===== config.mk =====
export PLATFORM = sky130hd
export DESIGN_NAME = free_running_timer_counter
export DESIGN_NICKNAME = d
export VERILOG_FILES = /design/src/frt_pkg.sv /design/src/pin_edge_sync.sv /design/src/free_running_timer_counter.sv
export SDC_FILE = /design/constraint.sdc
export NUM_CORES = 1
export LEC_CHECK = 0
export ABC_AREA = 0
export BUFFER_PORTS_ARGS = -buffer_cell sky130_fd_sc_hd__buf_4
export CAP_MARGIN = 0
export CORE_UTILIZATION = 46
export DETAILED_ROUTE_END_ITERATION = 10
export PLACE_DENSITY = 0.77
export SLEW_MARGIN = 10
export SYNTH_ARGS = -nofsm -noshare
export SYNTH_HDL_FRONTEND = slang
export SYNTH_SLANG_ARGS = --single-unit
export TNS_END_PERCENT = 10

===== constraint.sdc =====
create_clock -name clock -period 2.25 [get_ports clock]
set_clock_uncertainty 0.05 [all_clocks]
set_input_delay 0 -clock clock [delete_from_list [all_inputs] [get_ports clock]]
set_output_delay 0 -clock clock [all_outputs]
set_load 0.01 [all_outputs]

===== src/frt_pkg.sv =====
// Shared constants and types for the free-running timer counter block.
// Assumes a 32-bit AXI4-Lite register bus and a single 25 MHz CPU clock.
package frt_pkg;

	// Counter geometry
	localparam int          CNT_W        = 16;
	localparam logic [15:0] CNT_PRESET   = 16'hFFFC;
	localparam logic [15:0] CNT_MAX      = 16'hFFFF;

	// Register byte addresses (word aligned)
	localparam logic [7:0]  ADDR_CNT_HI  = 8'h00;
	localparam logic [7:0]  ADDR_CNT_LO  = 8'h04;
	localparam logic [7:0]  ADDR_ALT_HI  = 8'h08;
	localparam logic [7:0]  ADDR_ALT_LO  = 8'h0C;
	localparam logic [7:0]  ADDR_STATUS  = 8'h10;
	localparam logic [7:0]  ADDR_CTRL1   = 8'h14;
	localparam logic [7:0]  ADDR_CTRL2   = 8'h18;

	// Field positions
	localparam int          OVF_BIT      = 7;
	localparam int          IRQEN_BIT    = 7;
	localparam int          EDGE_BIT     = 2;
	localparam int          CLKSEL_LSB   = 0;

	// Prescaler terminal patterns
	localparam logic [2:0]  PRE_DIV2     = 3'h1;
	localparam logic [2:0]  PRE_DIV4     = 3'h3;
	localparam logic [2:0]  PRE_DIV8     = 3'h7;

	// AXI responses
	localparam logic [1:0]  RESP_OKAY    = 2'h0;
	localparam logic [1:0]  RESP_SLVERR  = 2'h2;

	// Counter tick source
	typedef enum logic [1:0] {
		CLK_DIV2 = 2'h0,
		CLK_DIV4 = 2'h1,
		CLK_DIV8 = 2'h2,
		CLK_EXT  = 2'h3
	} clk_sel_e;

	// Software control fields
	typedef struct packed {
		logic     irq_en;   // overflow_irq_enable
		logic     ext_edge; // ext_edge_select: 1 rising, 0 falling
		clk_sel_e clk_sel;  // clock_select_bits
	} timer_ctrl_s;

	// Device-level conditions seen by the timer
	typedef struct packed {
		logic halt;         // Halt low-power mode
		logic wait_mode;    // Wait low-power mode
		logic irq_mask;     // CPU global interrupt mask
		logic ext_bonded;   // External clock pin present
	} dev_state_s;

endpackage


===== src/pin_edge_sync.sv =====
// Two-flop synchroniser with a selectable active-edge detector.
// Assumes the pin is asynchronous to clock.
`timescale 1ns/100ps
`default_nettype none

module pin_edge_sync (
	// Clock and reset
	input  wire logic clock,
	input  wire logic rst_n,
	// Pin and edge choice
	input  wire logic pin_in,
	input  wire logic rising_sel,
	// Detected active edge, one cycle
	output logic      edge_pulse
);

	logic meta_reg;   // First stage, read only by sync_reg
	logic sync_reg;   // Second stage
	logic prev_reg;   // Delayed copy for edge detection

	// Synchroniser chain; idles high like an undriven pin
	always_ff @(posedge clock or negedge rst_n) begin
		if (!rst_n) begin
			meta_reg <= 1'b1;
			sync_reg <= 1'b1;
			prev_reg <= 1'b1;
		end else begin
			meta_reg <= pin_in;
			sync_reg <= meta_reg;
			prev_reg <= sync_reg;
		end
	end

	// Rising or falling transition, as selected
	assign edge_pulse = rising_sel ? (sync_reg & ~prev_reg)
	                               : (~sync_reg & prev_reg);

endmodule

`default_nettype wire


===== src/free_running_timer_counter.sv =====
// Free-running 16-bit timer counter with AXI4-Lite register access.
// Assumes clock at 25 MHz, rst_n asynchronous active low, and an external
// clock pin that is asynchronous to clock.
//
// Function
// - 16-bit free-running counter, byte-wide register pairs
// - Tick from clock/2, /4, /8 or pin
// - Both select bits one picks external clock
// - Edge select bit picks rising or falling
// - Counter updates on the CPU clock only
// - Low byte write presets counter to FFFC
// - Counter resets to FFFC
// - Alternate view same count, keeps overflow flag
// - High byte read first latches low byte
// - Latched low byte frozen until low read
// - Lone low read returns live low byte
// - Wrap from FFFF to 0000 sets flag
// - Interrupt needs enable and clear CPU mask
// - Flag clears: status read, then low access
// - Counter keeps running in Wait mode
// - Halt freezes counter, resumes from frozen count
// - Unbonded pin is seen as one
// - Instances share nothing, run in lockstep
// - Internal reset active high means reset
`timescale 1ns/100ps
`default_nettype none

module free_running_timer_counter (
	// Clock and reset
	input  wire logic              clock,
	input  wire logic              rst_n,
	// AXI4-Lite write address
	input  wire logic [7:0]        s_axi_awaddr,
	input  wire logic              s_axi_awvalid,
	output logic                   s_axi_awready,
	// AXI4-Lite write data
	input  wire logic [31:0]       s_axi_wdata,
	input  wire logic [3:0]        s_axi_wstrb,
	input  wire logic              s_axi_wvalid,
	output logic                   s_axi_wready,
	// AXI4-Lite write response
	output logic [1:0]             s_axi_bresp,
	output logic                   s_axi_bvalid,
	input  wire logic              s_axi_bready,
	// AXI4-Lite read address
	input  wire logic [7:0]        s_axi_araddr,
	input  wire logic              s_axi_arvalid,
	output logic                   s_axi_arready,
	// AXI4-Lite read data
	output logic [31:0]            s_axi_rdata,
	output logic [1:0]             s_axi_rresp,
	output logic                   s_axi_rvalid,
	input  wire logic              s_axi_rready,
	// Device conditions
	input  wire frt_pkg::dev_state_s dev_state,
	// External clock pin
	input  wire logic              ext_clock_pin,
	// Overflow interrupt request
	output logic                   overflow_irq
);

	import frt_pkg::*;

	// Internal active-high reset view
	logic                 device_reset;

	// Counter and prescaler state
	logic [CNT_W-1:0]     count_reg;                // Free-running count
	logic [2:0]           presc_reg;                // CPU clock divider
	logic                 tick;                     // One count step
	logic                 ext_edge;                 // Synchronised pin edge
	logic                 pin_seen;                 // Pin after bonding

	// Software control
	timer_ctrl_s          ctrl_reg;

	// Read sequence and flag state
	logic [7:0]           low_buf_reg;              // Latched low byte
	logic                 latch_active_reg;         // Sequence in progress
	logic                 overflow_flag;            // Sticky wrap flag
	logic                 clear_armed_reg;          // Status read seen

	// AXI write channel holding
	logic                 aw_full_reg;
	logic [7:0]           aw_addr_reg;
	logic                 w_full_reg;
	logic [31:0]          w_data_reg;
	logic [3:0]           w_strb_reg;
	logic                 bvalid_reg;
	logic [1:0]           bresp_reg;

	// AXI read channel
	logic                 rvalid_reg;
	logic [31:0]          rdata_reg;
	logic [1:0]           rresp_reg;

	// Access strobes
	logic                 wr_go;                    // Write performed now
	logic                 rd_go;                    // Read taken now
	logic                 wr_lo_main;
	logic                 wr_lo_any;
	logic                 rd_hi_any;
	logic                 rd_lo_any;
	logic                 rd_lo_main;
	logic                 rd_status;
	logic                 wrap_event;
	logic [31:0]          rd_value;
	logic                 rd_hit;
	logic                 wr_hit;

	assign device_reset = ~rst_n;

	// Unbonded pin reads as logic one
	assign pin_seen = dev_state.ext_bonded ? ext_clock_pin : 1'b1;

	// Pin synchroniser and active-edge detector
	pin_edge_sync u_pin_sync (
		.clock      (clock),
		.rst_n      (rst_n),
		.pin_in     (pin_seen),
		.rising_sel (ctrl_reg.ext_edge),
		.edge_pulse (ext_edge)
	);

	// Tick selection from prescaler or pin
	always_comb begin
		case (ctrl_reg.clk_sel)
			CLK_DIV2: tick = (presc_reg[0] == PRE_DIV2[0]);
			CLK_DIV4: tick = (presc_reg[1:0] == PRE_DIV4[1:0]);
			CLK_DIV8: tick = (presc_reg == PRE_DIV8);
			CLK_EXT:  tick = ext_edge;
			default:  tick = 1'b0;
		endcase
		// Halt stops every tick; Wait has no effect
		if (dev_state.halt) begin
			tick = 1'b0;
		end
	end

	// Prescaler counts from reset and holds in Halt, so twin instances stay aligned
	always_ff @(posedge clock or negedge rst_n) begin
		if (!rst_n) begin
			presc_reg <= 3'h0;
		end else if (!dev_state.halt) begin
			presc_reg <= presc_reg + 3'h1;
		end
	end

	// Wrap detection on the step out of the maximum count
	assign wrap_event = tick && (count_reg == CNT_MAX);

	// The counter; all updates land on the single CPU clock edge
	always_ff @(posedge clock or negedge rst_n) begin
		if (!rst_n) begin
			count_reg <= CNT_PRESET;
		end else if (wr_lo_any) begin
			count_reg <= CNT_PRESET;
		end else if (tick) begin
			count_reg <= count_reg + 16'h0001;
		end
	end

	// Register decode for the access in progress
	assign wr_go      = aw_full_reg && w_full_reg && !bvalid_reg;
	assign rd_go      = s_axi_arvalid && s_axi_arready;
	assign wr_lo_main = wr_go && w_strb_reg[0]
	                    && (aw_addr_reg == ADDR_CNT_LO);
	assign wr_lo_any  = wr_go && w_strb_reg[0]
	                    && ((aw_addr_reg == ADDR_CNT_LO)
	                    ||  (aw_addr_reg == ADDR_ALT_LO));
	assign rd_hi_any  = rd_go && ((s_axi_araddr == ADDR_CNT_HI)
	                    ||  (s_axi_araddr == ADDR_ALT_HI));
	assign rd_lo_main = rd_go && (s_axi_araddr == ADDR_CNT_LO);
	assign rd_lo_any  = rd_lo_main
	                    || (rd_go && (s_axi_araddr == ADDR_ALT_LO));
	assign rd_status  = rd_go && (s_axi_araddr == ADDR_STATUS);

	// Low-byte buffer; reloaded only by the first high read
	always_ff @(posedge clock or negedge rst_n) begin
		if (!rst_n) begin
			low_buf_reg      <= 8'h00;
			latch_active_reg <= 1'b0;
		end else if (rd_hi_any && !latch_active_reg) begin
			low_buf_reg      <= count_reg[7:0];
			latch_active_reg <= 1'b1;
		end else if (rd_lo_any) begin
			latch_active_reg <= 1'b0;
		end
	end

	// Overflow flag; a wrap in the clearing cycle wins
	always_ff @(posedge clock or negedge rst_n) begin
		if (!rst_n) begin
			overflow_flag <= 1'b0;
		end else if (wrap_event) begin
			overflow_flag <= 1'b1;
		end else if (clear_armed_reg && (rd_lo_main || wr_lo_main)) begin
			overflow_flag <= 1'b0;
		end
	end

	// First clearing step: status read while the flag is set
	always_ff @(posedge clock or negedge rst_n) begin
		if (!rst_n) begin
			clear_armed_reg <= 1'b0;
		end else if (rd_status && overflow_flag) begin
			clear_armed_reg <= 1'b1;
		end else if (rd_lo_main || wr_lo_main) begin
			clear_armed_reg <= 1'b0;
		end
	end

	// Interrupt request held pending behind enable and CPU mask
	always_ff @(posedge clock or negedge rst_n) begin
		if (!rst_n) begin
			overflow_irq <= 1'b0;
		end else begin
			overflow_irq <= overflow_flag && ctrl_reg.irq_en
			                && !dev_state.irq_mask;
		end
	end

	// Control register writes
	always_ff @(posedge clock or negedge rst_n) begin
		if (!rst_n) begin
			ctrl_reg <= '{irq_en: 1'b0, ext_edge: 1'b0, clk_sel: CLK_DIV2};
		end else if (wr_go && w_strb_reg[0]) begin
			if (aw_addr_reg == ADDR_CTRL1) begin
				ctrl_reg.irq_en   <= w_data_reg[IRQEN_BIT];
			end else if (aw_addr_reg == ADDR_CTRL2) begin
				ctrl_reg.ext_edge <= w_data_reg[EDGE_BIT];
				ctrl_reg.clk_sel  <= clk_sel_e'(
					w_data_reg[CLKSEL_LSB +: 2]);
			end
		end
	end

	// Read value mux; both views return the same count
	always_comb begin
		rd_value = 32'h0000_0000;
		rd_hit   = 1'b1;
		case (s_axi_araddr)
			ADDR_CNT_HI, ADDR_ALT_HI: begin
				rd_value[7:0] = count_reg[15:8];
			end
			ADDR_CNT_LO, ADDR_ALT_LO: begin
				rd_value[7:0] = latch_active_reg ? low_buf_reg
				                : count_reg[7:0];
			end
			ADDR_STATUS: begin
				rd_value[OVF_BIT] = overflow_flag;
			end
			ADDR_CTRL1: begin
				rd_value[IRQEN_BIT] = ctrl_reg.irq_en;
			end
			ADDR_CTRL2: begin
				rd_value[EDGE_BIT] = ctrl_reg.ext_edge;
				rd_value[CLKSEL_LSB +: 2] = ctrl_reg.clk_sel;
			end
			default: begin
				rd_hit = 1'b0;
			end
		endcase
	end

	// Write address decode for the response code
	always_comb begin
		case (aw_addr_reg)
			ADDR_CNT_HI, ADDR_CNT_LO, ADDR_ALT_HI, ADDR_ALT_LO,
			ADDR_STATUS, ADDR_CTRL1, ADDR_CTRL2: begin
				wr_hit = 1'b1;
			end
			default: begin
				wr_hit = 1'b0;
			end
		endcase
	end

	// Write address and data are taken independently
	assign s_axi_awready = !aw_full_reg && !bvalid_reg;
	assign s_axi_wready  = !w_full_reg && !bvalid_reg;

	// Write address holding
	always_ff @(posedge clock or negedge rst_n) begin
		if (!rst_n) begin
			aw_full_reg <= 1'b0;
			aw_addr_reg <= 8'h00;
		end else if (s_axi_awvalid && s_axi_awready) begin
			aw_full_reg <= 1'b1;
			aw_addr_reg <= s_axi_awaddr;
		end else if (wr_go) begin
			aw_full_reg <= 1'b0;
		end
	end

	// Write data holding
	always_ff @(posedge clock or negedge rst_n) begin
		if (!rst_n) begin
			w_full_reg <= 1'b0;
			w_data_reg <= 32'h0000_0000;
			w_strb_reg <= 4'h0;
		end else if (s_axi_wvalid && s_axi_wready) begin
			w_full_reg <= 1'b1;
			w_data_reg <= s_axi_wdata;
			w_strb_reg <= s_axi_wstrb;
		end else if (wr_go) begin
			w_full_reg <= 1'b0;
		end
	end

	// Write response; unmapped addresses answer SLVERR
	always_ff @(posedge clock or negedge rst_n) begin
		if (!rst_n) begin
			bvalid_reg <= 1'b0;
			bresp_reg  <= RESP_OKAY;
		end else if (wr_go) begin
			bvalid_reg <= 1'b1;
			bresp_reg  <= wr_hit ? RESP_OKAY : RESP_SLVERR;
		end else if (s_axi_bready) begin
			bvalid_reg <= 1'b0;
		end
	end

	assign s_axi_bvalid = bvalid_reg;
	assign s_axi_bresp  = bresp_reg;

	// One read at a time: address taken only with no data pending
	assign s_axi_arready = !rvalid_reg;

	// Read data register
	always_ff @(posedge clock or negedge rst_n) begin
		if (!rst_n) begin
			rvalid_reg <= 1'b0;
			rdata_reg  <= 32'h0000_0000;
			rresp_reg  <= RESP_OKAY;
		end else if (rd_go) begin
			rvalid_reg <= 1'b1;
			rdata_reg  <= rd_value;
			rresp_reg  <= rd_hit ? RESP_OKAY : RESP_SLVERR;
		end else if (s_axi_rready) begin
			rvalid_reg <= 1'b0;
		end
	end

	assign s_axi_rvalid = rvalid_reg;
	assign s_axi_rdata  = rdata_reg;
	assign s_axi_rresp  = rresp_reg;

	// Wait mode is accepted but deliberately changes nothing
	logic unused_wait;
	assign unused_wait = dev_state.wait_mode ^ device_reset;

endmodule

`default_nettype wire


Word level (Yosys, flattened, before mapping) --
Cells that the tools add are included.
Word-level totals: register bits 71, latch bits 0, bits in writable memories 0, ROM bits 0, bits of input ports 64, output and inout port bits 42, word-level logic and storage cells 122, memories kept 0
Operators by class: add/sub/neg operators 2, multipliers 0, div/mod/pow operators 0, order comparisons 0, equal/unequal tests 18, shifts and indexed selects 0, mux-type cells 27, bitwise logic cells 5, reductions and logical operators 47
Operators with widths (count):
- $eq A8 B5 Y1 const B | 6
- $eq A8 B4 Y1 const B | 4
- $mux W16 | 2
- $logic_and A1 B1 Y1 | 20
- $mux W1 | 18
- $add A16 B1 Y16 const B | 1
- $eq A16 B16 Y1 const B | 1
- $eq A8 B3 Y1 const B | 2
- $logic_not A8 Y1 | 2
- $reduce_bool A2 Y1 | 8
- $reduce_or A7 Y1 | 2
- $pmux W3 S3 | 1
- $mux W8 | 1
- $pmux W1 S4 | 2
- $pmux W4 S2 | 1
- $eq A2 B2 Y1 const B | 3
- $logic_not A1 Y1 | 6
- $logic_or A1 B1 Y1 | 4
- $mux W2 | 2
- $reduce_or A2 Y1 | 2
- $add A3 B1 Y3 const B | 1
- $eq A3 B3 Y1 const B | 1
- $not A1 Y1 | 3
- $reduce_and A3 Y1 | 1
- 4 further kinds | 5

Longest topological paths before layout --
depth in word-level cells 8, gate-level depth with buffers 7, depth with buffers taken out 6

By module --
A second synthesis with hierarchy kept.
Unflattened totals: cells, all modules 308, area, all modules 3377.0 um^2
By module, submodules not included:
- free_running_timer_counter | instances 1, cells an instance 302, area an instance 3275.6 um^2
- pin_edge_sync | instances 1, cells an instance 6, area an instance 101.3 um^2

Worst setup path after synthesis --
Ideal clock, no wire load.
kind register to register, start point register aw_addr_reg[0], end point register ctrl_reg[0] (netlist name), arrival time 1977 ps, required time 2075 ps, path slack 98 ps, stages on the path, launching flop included 5, path through dfrtp_1 -> or4_1 -> or3_1 -> nor3_1 -> mux2_2
Between the ends: word-level cells in the longest chain between the ends 3
RTL lines:
- start: declaration | RTL line free_running_timer_counter.sv:85 | logic [7:0] aw_addr_reg;
- start signal: assignment | RTL line free_running_timer_counter.sv:290 | aw_addr_reg <= s_axi_awaddr;
- $eq A8 B5 Y1 | RTL line free_running_timer_counter.sv:228 | if (aw_addr_reg == ADDR_CTRL1) begin
- $not A1 Y1 (no line)
- $reduce_and A3 Y1 (no line) (*)
- end signal: assignment | RTL line free_running_timer_counter.sv:226 | ctrl_reg <= '{irq_en: 1'b0, ext_edge: 1'b0, clk_sel: CLK_DIV2};
- end: declaration | RTL line free_running_timer_counter.sv:75 | timer_ctrl_s ctrl_reg;
Mark *: on every way between the ends. The rest lies on a longest branch, timed or not. A chain may end at the register's enable or synchronous reset.

Worst setup path in the final report --
Ends and elaborated chain as after synthesis.

==> tab_implementation.tex <==
\begin{tabular}{lr}
\hline
Metric & Value \\
\hline
\multicolumn{2}{l}{\textbf{Placed design}} \\
\quad Final HPWL from detailed placement & 4840 um \\
\quad GPL Wtd Cong & 0.858 \\
\quad Post-DP Area & 3810 sq um \\
\quad IO Port Bufs & 47 \\
\quad Post-Place Setup Slack & 37.8 ps \\
\multicolumn{2}{l}{\textbf{Power and ir drop}} \\
\quad Fraction of power spent switching nets & 32.5\% \\
\quad Internal power component & 2820 uW \\
\quad Static power due to leakage & 0.00192 uW \\
\quad Proportion of power drawn by combinational gates & 29.2\% \\
\quad Net switching component of the power & 1360 uW \\
\quad Power density over the cells & 975 nW/um\^{}2 \\
\quad Relative contribution of the clock network to total power & 23.8\% \\
\quad Part of the total power dissipated in sequential elements & 46.9\% \\
\quad Worst supply voltage drop on vdd & 0.644 mV \\
\multicolumn{2}{l}{\textbf{Floorplanning}} \\
\quad Standard-cell rows & 31 \\
\quad Initial Utilization & 47.5\% \\
\quad Die footprint & 7800 sq um \\
\quad Horiz. Die Dim & 88.3 um \\
\quad Area of the placeable core & 7210 sq um \\
\quad DIE HEIGHT & 88.3 um \\
\quad Number of I/O pins & 106 \\
\multicolumn{2}{l}{\textbf{Final layout}} \\
\quad Post-layout nets & 460 \\
\quad Flip-flop count of the largest register after layout & 16 \\
\quad Multi-input gate area in the final layout & 1610 sq um \\
\quad Number of diodes & 0 \\
\quad Area of all placed cells without fillers & 4290 sq um \\
\quad Sequential cell area & 1650 sq um \\
\quad Layout cells sized above 1 & 31.7\% \\
\quad Area grow syn2layout & 25.0\% \\
\quad Filler Cells Inserted & 609 \\
\multicolumn{2}{l}{\textbf{Routing}} \\
\quad Via-to-Cell Ratio & 5.33 \\
\quad DRC viols & 0 \\
\quad Pre-antenna DRT Iters & 4 \\
\quad Total number of vias & 2,648 \\
\quad Final routed wire length divided by cell count & 14.5 um \\
\quad Number of routed nets with antenna violations & 0 \\
\quad Total wire length & 7190 um \\
\quad Initial DRC count & 136 \\
\multicolumn{2}{l}{\textbf{Worst setup path}} \\
\quad Critical path's largest stage delay & 560 ps \\
\quad Number of cell instances on the worst register-to-register path & 5 \\
\quad Reg2reg end & ctrl\_reg[0]\$\_DFFE\_PN0P\_ \\
\quad R2R Path Start & aw\_addr\_reg[0]\$\_DFFE\_PN0P\_ \\
\quad Startpoint class of the critical path & register \\
\quad Ordered list of cells on the worst path & or4\_4 -> or3\_1 -> nor3\_1 -> buf\_4 -> mux2\_2 \\
\quad Required time at the endpoint of the critical path & 2430 ps \\
\quad CP arrival & 2360 ps \\
\quad Largest fanout on the critical path & 4 \\
\quad Slowest cell on crit path & or4\_4 \\
\quad Nature of the critical path endpoint & register \\
\quad Worst Path Class, Setup & register to register \\
\quad Reg2Reg Setup Slack & 70 ps \\
\multicolumn{2}{l}{\textbf{Synth}} \\
\quad Synthesized cell area & 3430 sq um \\
\quad Area share of the leading cell type in the synthesized netlist & 35.0\% \\
\quad Post-Synthesis Cells & 314 \\
\quad Synth area leader & dfrtp\_1 \\
\quad Number of storage elements in the synthesis netlist & 65 \\
\quad Most frequently used cell type in the post-synthesis netlist & dfrtp\_1 \\
\quad Leading post-synthesis cells by instance count & 48 x dfrtp\_1, 27 x nand2\_1, 26 x buf\_4 \\
\quad Mean instance size in the synthesized netlist & 10.9 sq um \\
\quad Synth top area cells & dfrtp\_1 35\%, dfstp\_2 13\%, mux2\_2 7.9\% \\
\quad Top FF cell, synth & dfrtp\_1 \\
\quad Unique masters post-synth & 44 \\
\quad Async S/R FF share, synth & 100\% \\
\quad Number of enable flip-flop cells after synthesis & 0 \\
\quad Warnings from Yosys & 0 \\
\quad Post-synthesis sequential area ratio & 48.0\% \\
\multicolumn{2}{l}{\textbf{Clock tree}} \\
\quad Cell at the root of the clock tree & clkbuf\_8 \\
\quad Clock network latency to the later pin of the worst-skew pair & 350 ps \\
\quad Depth of the CTS H-tree & 3 \\
\quad Clock tree from TritonCTS & built \\
\quad Post-CTS Setup Inserts & 0 \\
\quad Clock slew at reported path FFs & 70 ps \\
\quad Clock buffer depth & 2 \\
\quad Number of sinks handled by clock tree synthesis & 65 \\
\quad Number of clock buffers inserted by TritonCTS & 9 \\
\multicolumn{2}{l}{\textbf{GRT}} \\
\quad Wire length of the first global-routing pass & 12,100 um \\
\quad Largest net degree at the start of global routing & 66 \\
\quad Vias in the first global route & 2,576 \\
\quad Global-route usage over all layers & 20.9\% \\
\quad Residual overflow from global routing & 0 \\
\quad Initial antenna violation count & 0 \\
\multicolumn{2}{l}{\textbf{STA}} \\
\quad Setup violations, final & 0 \\
\quad Max-slew violation total from the final report & 0 \\
\quad Shortest period the worst path allows & 2180 ps \\
\quad Number of endpoints with negative hold slack in the final report & 0 \\
\quad Final period utilization & 96.9\% \\
\quad Final TNS setup & 0 ps \\
\quad Transition at the pin with the smallest max-transition slack & 792 ps \\
\quad Relative max-transition margin & 47.2\% \\
\quad Max frequency & 458 MHz \\
\quad Setup repair after global routing missed its margin & no \\
\quad Worst hold margin & 45.0 ps \\
\quad Worst Slack Setup Final & 68.8 ps \\
\multicolumn{2}{l}{\textbf{Min path}} \\
\quad HP Class & input pin to register \\
\quad Number of cells traversed by the worst hold path & 4 \\
\quad Worst Hold End & latch\_active\_reg\$\_DFFE\_PN0P\_ \\
\quad Startpoint of the tightest hold check path & s\_axi\_araddr[0] \\
\multicolumn{2}{l}{\textbf{Outcome}} \\
\quad Result of the run & finished clean \\
\multicolumn{2}{l}{\textbf{Run}} \\
\quad Total of max-cap violations & 0 \\
\hline
\end{tabular}
-- layout by cell type, fill, tap and decap left out, types with 6 or more instances in the layout --
cell type,netlist,routed
dfstp_2,17,17
mux2_2,24,24
clkbuf_8,0,11
mux2i_1,12,12
nand3_1,14,14
conb_1,1,26
dlygate4sd3_1,0,27
dfrtp_1,48,48
nor3_1,7,7
mux2_4,8,8
and4_1,6,6
o21ai_0,15,15
or4_1,9,8
nor2_1,7,7
and2_1,7,7
o31ai_1,16,16
nand2_1,27,27
buf_4,26,56
-- through the flow --
step                utilization (%)  instances  total power (uW)
finish                         59.4        497              4180
global route                   59.4        497              4470
CTS                            59.3        497              4190
detailed placement             52.8        454              3150
global placement               52.8        454              3070
floorplan                         -        339              2750
-- worst max-delay path: cells and delay by family (launching register included) --
| kind | cells | cell delay, ps |
|---|---|---|
| flops | 1 | 380 |
| mux | 1 | 330 |
| buf+inv | 1 | 150 |
| simple gates | 3 | 1150 |
-- final cells by class --
class | instances | area share (%)
clock buffers | 13 | 3.71
multi-input cells | 230 | 37.5
repair buffers | 83 | 16.1
flip-flops and latches | 65 | 38.5
well taps | 99 | 2.89
inverters | 4 | 0.350
clock inverters | 3 | 0.934
-- repair_timing --
item / 4_1_cts / 5_1_grt
setup endpoints to repair: 0 / 9
hold buffers: 27 / 0
gates resized for setup: 0 / 1
hold endpoints to repair: 72 / 0
-- routing by layer --
layer	share of wire (%)	GRT usage, %
met1	42	24.3
met2	52	36.9
met3	4.7	5.97
met4	1.4	7.04
met5	0	0
-- cell families after synthesis --
family,after synthesis,synth area share (%)
AO/OA/AOI/OAI,48,9.45
AND/OR/NAND/NOR,108,18.3
multiplexers,44,14.9
flip-flops,65,48.0
buffers and inverters,44,7.88
other,1,0.109
adder cells (fa/ha/maj),3,1.09
XOR/XNOR,1,0.255
-- worst max-delay path by stage --
stage                                     from  slack, ps                       to
finish              aw_addr_reg[0]$_DFFE_PN0P_         70  ctrl_reg[0]$_DFFE_PN0P_
global route        aw_addr_reg[0]$_DFFE_PN0P_         10  ctrl_reg[0]$_DFFE_PN0P_
detailed placement  aw_addr_reg[0]$_DFFE_PN0P_         40  ctrl_reg[2]$_DFFE_PN0P_
global placement    aw_addr_reg[0]$_DFFE_PN0P_         70  ctrl_reg[1]$_DFFE_PN0P_
CTS                 aw_addr_reg[0]$_DFFE_PN0P_         10  ctrl_reg[0]$_DFFE_PN0P_
floorplan           aw_addr_reg[0]$_DFFE_PN0P_        100  ctrl_reg[0]$_DFFE_PN0P_
-- power by group through the flow --
stage               sequential, uW  combinational, uW  clock, uW
floorplan                     1860                896          0
global placement              1940               1130          0
detailed placement            1970               1180          0
CTS                           1950               1220       1010
global route                  2030               1370       1070
finish                        1960               1220        996
Power figures use the tool's default switching activity.
